### src/logic/sts_pkg.sv
// constants for the reliability threshold and status responder
package sts_pkg;
   // ----------------------------------------
   // register map
   // ----------------------------------------
   localparam logic [7:0] ADR_FEAT = 8'h00;
   localparam logic [7:0] ADR_CYL_LO = 8'h04;
   localparam logic [7:0] ADR_CYL_HI = 8'h08;
   localparam logic [7:0] ADR_DRVHD = 8'h0C;
   localparam logic [7:0] ADR_CMD = 8'h10;
   localparam logic [7:0] ADR_STAT = 8'h14;
   localparam logic [7:0] ADR_DATA = 8'h18;
   localparam logic [7:0] ADR_THR = 8'h1C;
   localparam logic [7:0] ADR_VAL = 8'h20;
   localparam logic [1:0] ADR_ATTR_TOP = 2'h1;
   localparam int STAT_DRQ = 0;
   localparam int STAT_ERR = 1;
   localparam int STAT_EXC = 2;
   localparam int FLD_SPARE = 0;
   localparam int FLD_ERASE = 8;
   localparam logic [7:0] THR_RST = 8'h00;
   localparam logic [7:0] VAL_RST = 8'h64;
   // ----------------------------------------
   // command codes and keys
   // ----------------------------------------
   localparam logic [7:0] CMD_REL = 8'hB0;
   localparam logic [7:0] FEAT_THR = 8'hD1;
   localparam logic [7:0] FEAT_STAT = 8'hDA;
   localparam logic [7:0] KEY_LO = 8'h4F;
   localparam logic [7:0] KEY_HI = 8'hC2;
   localparam logic [7:0] BAD_LO = 8'hF4;
   localparam logic [7:0] BAD_HI = 8'h2C;
   localparam logic [2:0] DRVHD_ONES = 3'h7;
   // ----------------------------------------
   // attribute records and sector layout
   // ----------------------------------------
   localparam logic [7:0] ID_SPARE = 8'hC4;
   localparam logic [7:0] ID_ERASE = 8'hE5;
   localparam logic [31:0] CNT_IDS = 32'hC7E8CCCB;
   localparam logic [7:0] ATTR_VALUE = 8'h64;
   localparam logic [15:0] ATTR_FLAGS = 16'h0002;
   localparam logic [15:0] VERSION = 16'h0004;
   localparam logic [8:0] ENT_FIRST = 9'h002;
   localparam logic [8:0] ENT_LAST = 9'h169;
   localparam logic [3:0] ENT_OFS_LAST = 4'hB;
   localparam logic [8:0] SEC_LAST = 9'h1FF;
   typedef enum logic {ST_IDLE, ST_XFER} sts_state_t;
endpackage

### src/logic/sts_responder.sv
// reliability attribute counters, threshold sector and return-status logic
//
// Function
// [RULE1] total ECC attribute CBh counts correctable and uncorrectable ECC errors
// [RULE2] correctable ECC attribute CCh counts correctable ECC errors on reads
// [RULE3] read-count attribute E8h counts flash read commands executed
// [RULE4] UDMA CRC attribute C7h accumulates UDMA CRC errors
// [RULE5] these four attributes report fixed value byte 100 always
// [RULE6] these four carry flags 0002h advisory, bytes eight to eleven unused
// [RULE7] these four attributes never affect the return-status result
// [RULE8] host sets feature D1h, keys 4Fh/C2h, drive/head top bits ones
// [RULE9] threshold request returns exactly one 512-byte sector
// [RULE10] sector: version 0004h, thirty 12-byte entries, zero fill, checksum byte 511
// [RULE11] entry holds id then threshold, rest zero; spare C4h, erase E5h
// [RULE12] ECC, read-count and CRC entries carry zero threshold
// [RULE13] exceeded condition: return-status loads F4h and 2Ch into cylinder regs
// [RULE14] no exceeded condition: return-status loads 4Fh and C2h
// [RULE15] spare-block exceeded when its value is below its threshold
// [RULE16] erase-count exceeded when its value is below its threshold
// [RULE17] host selects return-status by feature DAh with the same keys
// [RULE18] checksum makes the modulo-256 sum of all 512 bytes zero
//
// The address map and register access over Wishbone were chosen for this implementation.
`timescale 1ns/1ps
module sts_responder #(
   parameter int CNT_W = 32
) (
   input wire logic clk_i,
   input wire logic rst_i,
   input wire logic wb_cyc_i,
   input wire logic wb_stb_i,
   input wire logic wb_we_i,
   input wire logic [7:0] wb_adr_i,
   input wire logic [3:0] wb_sel_i,
   input wire logic [31:0] wb_dat_i,
   output logic [31:0] wb_dat_o,
   output logic wb_ack_o,
   input wire logic ecc_corr_i,
   input wire logic ecc_uncorr_i,
   input wire logic flash_read_i,
   input wire logic crc_err_i,
   output logic drq_o,
   output logic exceeded_o
);
   // ----------------------------------------
   // state
   // ----------------------------------------
   logic [7:0] feat_reg;
   logic [7:0] cyl_lo_reg;
   logic [7:0] cyl_hi_reg;
   logic [7:0] drvhd_reg;
   logic err_reg;
   logic [7:0] spare_thr_reg;
   logic [7:0] erase_thr_reg;
   logic [7:0] spare_val_reg;
   logic [7:0] erase_val_reg;
   sts_pkg::sts_state_t state_reg;
   logic [8:0] idx_reg;
   logic [3:0] ofs_reg;
   logic [4:0] ent_reg;
   logic [7:0] sum_reg;
   logic [CNT_W-1:0] cnt_reg [4];

   // ----------------------------------------
   // bus decode
   // ----------------------------------------
   wire acc = wb_cyc_i & wb_stb_i & ~wb_ack_o;
   wire wr = acc & wb_we_i;
   wire rd = acc & ~wb_we_i;
   wire wr0 = wr & wb_sel_i[0];
   wire wr1 = wr & wb_sel_i[1];
   wire attr_hit = wb_adr_i[7:6] == sts_pkg::ADR_ATTR_TOP & ~wb_adr_i[5];
   wire [1:0] attr_idx = wb_adr_i[4:3];
   wire attr_hdr = wb_adr_i[2];
   wire in_xfer = state_reg == sts_pkg::ST_XFER;
   wire pop = rd & wb_adr_i == sts_pkg::ADR_DATA & in_xfer;
   wire issue = wr0 & wb_adr_i == sts_pkg::ADR_CMD & wb_dat_i[7:0] == sts_pkg::CMD_REL;
   wire cmd_other = wr0 & wb_adr_i == sts_pkg::ADR_CMD & wb_dat_i[7:0] != sts_pkg::CMD_REL;

   // ----------------------------------------
   // command qualification
   // ----------------------------------------
   wire keys_ok = cyl_lo_reg == sts_pkg::KEY_LO & cyl_hi_reg == sts_pkg::KEY_HI;
   wire drv_ok = drvhd_reg[7:5] == sts_pkg::DRVHD_ONES;
   wire go_thr = issue & feat_reg == sts_pkg::FEAT_THR & keys_ok & drv_ok; // [RULE8]
   wire go_stat = issue & feat_reg == sts_pkg::FEAT_STAT & keys_ok & drv_ok; // [RULE17]
   wire go_bad = (issue & ~go_thr & ~go_stat) | cmd_other;

   // only the spare-block and erase-count values take part
   wire spare_exc = spare_val_reg < spare_thr_reg; // [RULE15]
   wire erase_exc = erase_val_reg < erase_thr_reg; // [RULE16]
   wire exc = spare_exc | erase_exc; // [RULE7]

   // ----------------------------------------
   // threshold sector bytes
   // ----------------------------------------
   function automatic logic [7:0] ent_id(input logic [4:0] e);
      logic [7:0] r;
      r = 8'h00;
      case (e)
         5'h00: r = sts_pkg::ID_SPARE;
         5'h01: r = sts_pkg::ID_ERASE;
         5'h02, 5'h03, 5'h04, 5'h05: r = sts_pkg::CNT_IDS[8 * (e - 5'h02) +: 8];
         default: r = 8'h00;
      endcase
      return r;
   endfunction

   wire [7:0] ent_thr = ent_reg == 5'h00 ? spare_thr_reg :
      ent_reg == 5'h01 ? erase_thr_reg : 8'h00; // [RULE12]
   wire in_ent = idx_reg >= sts_pkg::ENT_FIRST & idx_reg <= sts_pkg::ENT_LAST;
   wire [7:0] ent_byte = ofs_reg == 4'h0 ? ent_id(ent_reg) :
      ofs_reg == 4'h1 ? ent_thr : 8'h00; // [RULE11]
   wire [7:0] sec_byte =
      idx_reg == 9'h000 ? sts_pkg::VERSION[7:0] :
      idx_reg == 9'h001 ? sts_pkg::VERSION[15:8] :
      idx_reg == sts_pkg::SEC_LAST ? 8'(8'h00 - sum_reg) :
      in_ent ? ent_byte : 8'h00; // [RULE10] [RULE18]

   // ----------------------------------------
   // read mux
   // ----------------------------------------
   wire [31:0] attr_word = attr_hdr ?
      {sts_pkg::ATTR_VALUE, sts_pkg::ATTR_FLAGS, sts_pkg::CNT_IDS[8 * attr_idx +: 8]} : // [RULE5] [RULE6]
      32'(cnt_reg[attr_idx]);
   wire [31:0] stat_word = {29'h0, exc, err_reg, in_xfer};
   wire [31:0] rd_data =
      attr_hit ? attr_word :
      wb_adr_i == sts_pkg::ADR_FEAT ? {24'h0, feat_reg} :
      wb_adr_i == sts_pkg::ADR_CYL_LO ? {24'h0, cyl_lo_reg} :
      wb_adr_i == sts_pkg::ADR_CYL_HI ? {24'h0, cyl_hi_reg} :
      wb_adr_i == sts_pkg::ADR_DRVHD ? {24'h0, drvhd_reg} :
      wb_adr_i == sts_pkg::ADR_STAT ? stat_word :
      wb_adr_i == sts_pkg::ADR_DATA ? {24'h0, in_xfer ? sec_byte : 8'h00} :
      wb_adr_i == sts_pkg::ADR_THR ? {16'h0, erase_thr_reg, spare_thr_reg} :
      wb_adr_i == sts_pkg::ADR_VAL ? {16'h0, erase_val_reg, spare_val_reg} :
      32'h0000_0000;

   // ----------------------------------------
   // bus answer
   // ----------------------------------------
   always_ff @(posedge clk_i)
   begin
      if (rst_i)
      begin
         wb_ack_o <= 1'b0;
         wb_dat_o <= 32'h0000_0000;
      end
      else
      begin
         wb_ack_o <= acc;
         if (rd)
         begin
            wb_dat_o <= rd_data;
         end
      end
   end

   // ----------------------------------------
   // task file registers
   // ----------------------------------------
   always_ff @(posedge clk_i)
   begin
      if (rst_i)
      begin
         feat_reg <= 8'h00;
         cyl_lo_reg <= 8'h00;
         cyl_hi_reg <= 8'h00;
         drvhd_reg <= 8'h00;
         err_reg <= 1'b0;
      end
      else
      begin
         if (wr0 & wb_adr_i == sts_pkg::ADR_FEAT)
         begin
            feat_reg <= wb_dat_i[7:0];
         end
         if (wr0 & wb_adr_i == sts_pkg::ADR_DRVHD)
         begin
            drvhd_reg <= wb_dat_i[7:0];
         end
         if (go_stat)
         begin
            cyl_lo_reg <= exc ? sts_pkg::BAD_LO : sts_pkg::KEY_LO; // [RULE13] [RULE14]
            cyl_hi_reg <= exc ? sts_pkg::BAD_HI : sts_pkg::KEY_HI; // [RULE13] [RULE14]
         end
         else
         begin
            if (wr0 & wb_adr_i == sts_pkg::ADR_CYL_LO)
            begin
               cyl_lo_reg <= wb_dat_i[7:0];
            end
            if (wr0 & wb_adr_i == sts_pkg::ADR_CYL_HI)
            begin
               cyl_hi_reg <= wb_dat_i[7:0];
            end
         end
         if (go_bad)
         begin
            err_reg <= 1'b1;
         end
         else if (go_thr | go_stat)
         begin
            err_reg <= 1'b0;
         end
      end
   end

   // ----------------------------------------
   // thresholds and current values
   // ----------------------------------------
   always_ff @(posedge clk_i)
   begin
      if (rst_i)
      begin
         spare_thr_reg <= sts_pkg::THR_RST;
         erase_thr_reg <= sts_pkg::THR_RST;
         spare_val_reg <= sts_pkg::VAL_RST;
         erase_val_reg <= sts_pkg::VAL_RST;
         exceeded_o <= 1'b0;
      end
      else
      begin
         if (wr0 & wb_adr_i == sts_pkg::ADR_THR)
         begin
            spare_thr_reg <= wb_dat_i[sts_pkg::FLD_SPARE +: 8];
         end
         if (wr1 & wb_adr_i == sts_pkg::ADR_THR)
         begin
            erase_thr_reg <= wb_dat_i[sts_pkg::FLD_ERASE +: 8];
         end
         if (wr0 & wb_adr_i == sts_pkg::ADR_VAL)
         begin
            spare_val_reg <= wb_dat_i[sts_pkg::FLD_SPARE +: 8];
         end
         if (wr1 & wb_adr_i == sts_pkg::ADR_VAL)
         begin
            erase_val_reg <= wb_dat_i[sts_pkg::FLD_ERASE +: 8];
         end
         exceeded_o <= exc;
      end
   end

   // ----------------------------------------
   // sector transfer
   // ----------------------------------------
   always_ff @(posedge clk_i)
   begin
      if (rst_i)
      begin
         state_reg <= sts_pkg::ST_IDLE;
         idx_reg <= 9'h000;
         ofs_reg <= 4'h0;
         ent_reg <= 5'h00;
         sum_reg <= 8'h00;
         drq_o <= 1'b0;
      end
      else if (go_thr)
      begin
         state_reg <= sts_pkg::ST_XFER;
         idx_reg <= 9'h000;
         ofs_reg <= 4'h0;
         ent_reg <= 5'h00;
         sum_reg <= 8'h00;
         drq_o <= 1'b1;
      end
      else if (go_stat | go_bad)
      begin
         state_reg <= sts_pkg::ST_IDLE;
         drq_o <= 1'b0;
      end
      else if (pop)
      begin
         sum_reg <= 8'(sum_reg + sec_byte); // [RULE18]
         idx_reg <= 9'(idx_reg + 9'h001);
         if (in_ent)
         begin
            ofs_reg <= ofs_reg == sts_pkg::ENT_OFS_LAST ? 4'h0 : 4'(ofs_reg + 4'h1);
            ent_reg <= ofs_reg == sts_pkg::ENT_OFS_LAST ? 5'(ent_reg + 5'h01) : ent_reg;
         end
         if (idx_reg == sts_pkg::SEC_LAST)
         begin
            state_reg <= sts_pkg::ST_IDLE; // [RULE9]
            drq_o <= 1'b0;
         end
      end
   end

   // ----------------------------------------
   // attribute counters
   // ----------------------------------------
   wire [3:0] inc = {crc_err_i, flash_read_i, ecc_corr_i, ecc_corr_i | ecc_uncorr_i}; // [RULE1] [RULE2] [RULE3] [RULE4]

   generate
      for (genvar i = 0; i < 4; i++)
      begin : g_cnt
         always_ff @(posedge clk_i)
         begin
            if (rst_i)
            begin
               cnt_reg[i] <= '0;
            end
            else if (inc[i] & ~&cnt_reg[i])
            begin
               cnt_reg[i] <= cnt_reg[i] + 1'b1; // [RULE1] [RULE2] [RULE3] [RULE4]
            end
         end
      end
   endgenerate
endmodule

### config.mk
export PLATFORM = sky130hd
export DESIGN_NAME = sts_responder
export DESIGN_NICKNAME = d
export VERILOG_FILES = /design/src/logic/sts_pkg.sv /design/src/logic/sts_responder.sv
export SDC_FILE = /design/constraint.sdc
export NUM_CORES = 1
export LEC_CHECK = 0
export ABC_AREA = 0
export BUFFER_PORTS_ARGS = -buffer_cell sky130_fd_sc_hd__buf_2
export CAP_MARGIN = 15
export CORE_ASPECT_RATIO = 0.9
export CORE_MARGIN = 1
export CORE_UTILIZATION = 60
export DETAILED_ROUTE_END_ITERATION = 8
export PLACE_DENSITY = 0.79
export SETUP_SLACK_MARGIN = 0.02
export SLEW_MARGIN = 20
export SYNTH_ARGS = -nofsm -noshare
export SYNTH_HDL_FRONTEND = slang
export SYNTH_SLANG_ARGS = --single-unit
### constraint.sdc
create_clock -name clk_i -period 5.5 [get_ports clk_i]
set_clock_uncertainty 0.05 [all_clocks]
set_input_delay 0.825 -clock clk_i [delete_from_list [all_inputs] [get_ports clk_i]]
set_output_delay 0.825 -clock clk_i [all_outputs]
set_load 0.02 [all_outputs]
==> results by group <==
Drt
  • Routed WL: 39130 µm
  • DR WL/cell: 20.55 µm
  • Initial DRC count: 1315
  • Drt drc: 6
  • First drt pass iteration count: 8
  • Antenna-violating nets left: 0
  • Vias: 12064
  • Avg Vias per Cell: 6.336

Worst hold path
  • Hold path cells: 2
  • Hold WC Path Type: reg2reg
  • WHS Endpoint: wb_dat_o[30]$_SDFFE_PP0P_
  • Hold Startpoint: wb_dat_o[30]$_SDFFE_PP0P_

Yosys
  • Main synth FF type: edfxtp_1
  • Post-synthesis register bit count: 254
  • Net count after synthesis: 1634
  • Warnings from Yosys: 0
  • Largest family of logic cells by synthesized area: simple AND/OR/NAND/NOR gates
  • Number of flops mapped to enable cells by yosys: 128
  • Simple-gate share of the synthesized area: 22.55%
  • Yosys cell types: 69
  • Multiplexer share of the synthesized area: 8.464%
  • Sequential element share of the synthesized area: 44.03%
  • Syn avg cell area: 9.400 µm²
  • Post-synthesis cell area: 14460 µm²
  • Post-synth ARST share: 0%
  • XOR/XNOR Fraction of Synth Area: 8.239%
  • Post-synthesis cell count: 1538
  • Synth Area in Compound Gates: 9.442%
  • Post-Synth Adder-Cell Area: 3.773%

Floorplanning
  • Initial Utilization: 61.59%
  • I/O Pins: 88
  • Die W: 165.6 µm
  • Core area: 23480 µm²
  • Die footprint: 24720 µm²
  • Die Span Y: 149.3 µm
  • Row count: 53

Clocking
  • Total CTS buffers: 28
  • CTS clk-pin slew, worst paths: 0.06 ns
  • Clock root cell: clkbuf_16
  • H-tree Lvls: 1
  • Post-cts gate resize count: 0
  • Clk Latency, worst-skew pair: 0.57 ns
  • CTS tree: built
  • CTS Sinks: 254
  • Setup Buffers After CTS: 0
  • CTS Hold Bufs: 0
  • Clock Tree Buf Depth: 3

Critical path
  • Crit path max fanout: 7
  • CP Data Arrival Time: 4.65 ns
  • Setup crit start kind: flop
  • Kind of critical path: reg2reg
  • Crit path required time: 5.92 ns
  • Reg-to-reg slack, setup: 1.27 ns
  • Crit end category: flop
  • CP startpoint: ent_reg[1]$_SDFFE_PP0P_
  • Worst Reg2Reg Path Length in Cells: 18
  • Worst reg2reg path startpoint: ent_reg[1]$_SDFFE_PP0P_
  • R2R Path End: sum_reg[6]$_SDFFE_PP0P_

Global route
  • Top Usage Layer GRT: met2
  • Met1 usage: 44.97%
  • Total gr overflow: 0
  • GR Layer Usage met3: 7.190%
  • Gr usage total: 32.10%
  • First-pass GRT wire length: 62290 µm
  • Initial antenna violation count: 1
  • Vias in the first global route: 11428
  • GRT met2 Usage: 48.62%
  • Largest net degree at the start of global routing: 78

Power
  • Leakage: 0.005921 µW
  • Peak supply drop: 0.2313 mV
  • Power per cell area: 268.9 nW/µm²
  • Power Total: 4275 µW

Final layout
  • Layout Nets: 1675
  • Multi-input gate area: 7596 µm²
  • Area delta synth->final: 9.978%
  • Max reg flops: 128
  • Register Area: 6366 µm²
  • # fillers: 1852
  • Share of layout cells above drive strength 1: 11.37%

Timing
  • Worst slew pin tran: 1.037 ns
  • Final period utilization: 76.95%
  • Slew headroom: 30.86%
  • Pins Over Slew Limit: 0
  • RSZ-0062 raised after global routing: no
  • # setup viols final: 0
  • Achievable frequency: 0.2363 GHz
  • Setup TNS Final: 0 ns
  • Crit path time final: 4.232 ns
  • Final hold violations: 0

Placement
  • DPL Wire Length: 27500 µm
  • Port Buf Inserts: 69
  • GPL Wtd Cong: 0.9409

Run status
  • Failing checks: design-rule violations
  • Status: complete, but fails checks

Run
  • Max cap viols: 0
[how the worst max path moves through the flow]
stage | end | slack (ns) | cells after the start
3_5_place_dp | cyl_lo_reg[4]$_SDFFE_PP0P_ | 1.33 | 8
5_1_grt | sum_reg[6]$_SDFFE_PP0P_ | 1.03 | 18
2_1_floorplan | sum_reg[6]$_SDFFE_PP0P_ | 1.77 | 18
4_1_cts | sum_reg[6]$_SDFFE_PP0P_ | 1.30 | 18
3_3_place_gp | sum_reg[6]$_SDFFE_PP0P_ | 1.40 | 18
6_report | sum_reg[6]$_SDFFE_PP0P_ | 1.27 | 18
[layout make-up]
cell class	instances	share of cell area, %
inverters	53	1.251
clock buffers	43	5.146
diodes	1	0.01574
repair buffers	84	2.880
well taps	302	2.376
multi-input cells	1158	47.77
clock inverters	9	0.5194
flip-flops and latches	254	40.04
[worst max-delay path, cell delays in order, from the launching register on]
cell and delay, ns:
dfxtp_1 0.47, inv_1 0.15, ha_1 0.30, or3b_2 0.46, a2111oi_2 0.40, and3_1 0.25, nor2_1 0.06, o22ai_1 0.21
and2_1 0.19, ha_1 0.17, inv_1 0.06, fa_1 0.37, nor2b_1 0.15, o21ai_0 0.09, nand2b_1 0.11, a21o_1 0.13
a21oi_1 0.07, or3_1 0.31, a31oi_1 0.16
[synth_stat cells, types with 9 or more instances]
cell,n,share of area [%]
dfxtp_1,126,17
ha_1,42,3.6
mux4_2,31,4.8
clkbuf_1,56,1.5
inv_1,52,1.4
nor3_1,22,0.76
o22ai_1,12,0.52
a21oi_1,55,1.9
a22oi_1,20,1.0
nand4_1,38,1.6
a31oi_1,9,0.39
buf_2,11,0.38
xnor2_1,55,3.3
xor2_1,81,4.9
mux2i_1,48,3.3
and4_1,11,0.67
nand3_1,78,2.7
nor2_1,270,7.0
a221oi_1,17,1.0
edfxtp_1,128,27
and3_1,41,1.8
nand2_1,154,4.0
o21ai_0,33,1.1
and2_1,12,0.52
a211oi_1,15,0.78
[per-stage QoR]
stage | util [%] | area [µm²] | instances | worst slack, ns | hold slack [ns]
final | 67.73 | 15900 | 1904 | 1.268 | 0.4222
after global routing | 67.73 | 15900 | 1904 | 1.030 | 0.4401
after CTS | 67.71 | 15900 | 1903 | 1.302 | 0.4210
after detailed placement | 63.87 | 14990 | 1851 | 1.325 | 0.4102
after global placement | 63.87 | 14990 | 1851 | 1.402 | 0.4035
after floorplan | - | 14460 | 1538 | 1.773 | 0.3928
[cells by family after synthesis]
kind of cell,after synthesis
AND/OR/NAND/NOR,690
flip-flops,254
AO/OA/AOI/OAI,206
XOR/XNOR,136
buffers and inverters,126
multiplexers,83
adder cells (fa/ha/maj),43
[power by group]
group          internal (µW)  leakage, µW  switching [µW]
Clock                   1070     0.000446             774
Sequential              2060      0.00245            82.2
Combinational            111      0.00302             177
Total                   3240      0.00592            1030
[cells in the final DEF (no fill, tap or decap), drive strengths merged, types with 38 or more instances in the layout]
cell / n
nand2: 155
nor2: 270
buf: 84
dfxtp: 126
and3: 41
mux2i: 48
nand3: 78
xor2: 81
xnor2: 55
clkbuf: 43
inv: 53
nand4: 38
ha: 42
edfxtp: 128
a21oi: 55
[routing by layer]
| layer | vias to the layer above | wire length (µm) |
|---|---|---|
| met4 | 0 | 1497 |
| met1 | 5796 | 16770 |
| li1 | 5603 | - |
| met3 | 101 | 3825 |
| met2 | 564 | 17040 |
| met5 | - | 0 |
Power figures use the tool's default switching activity.
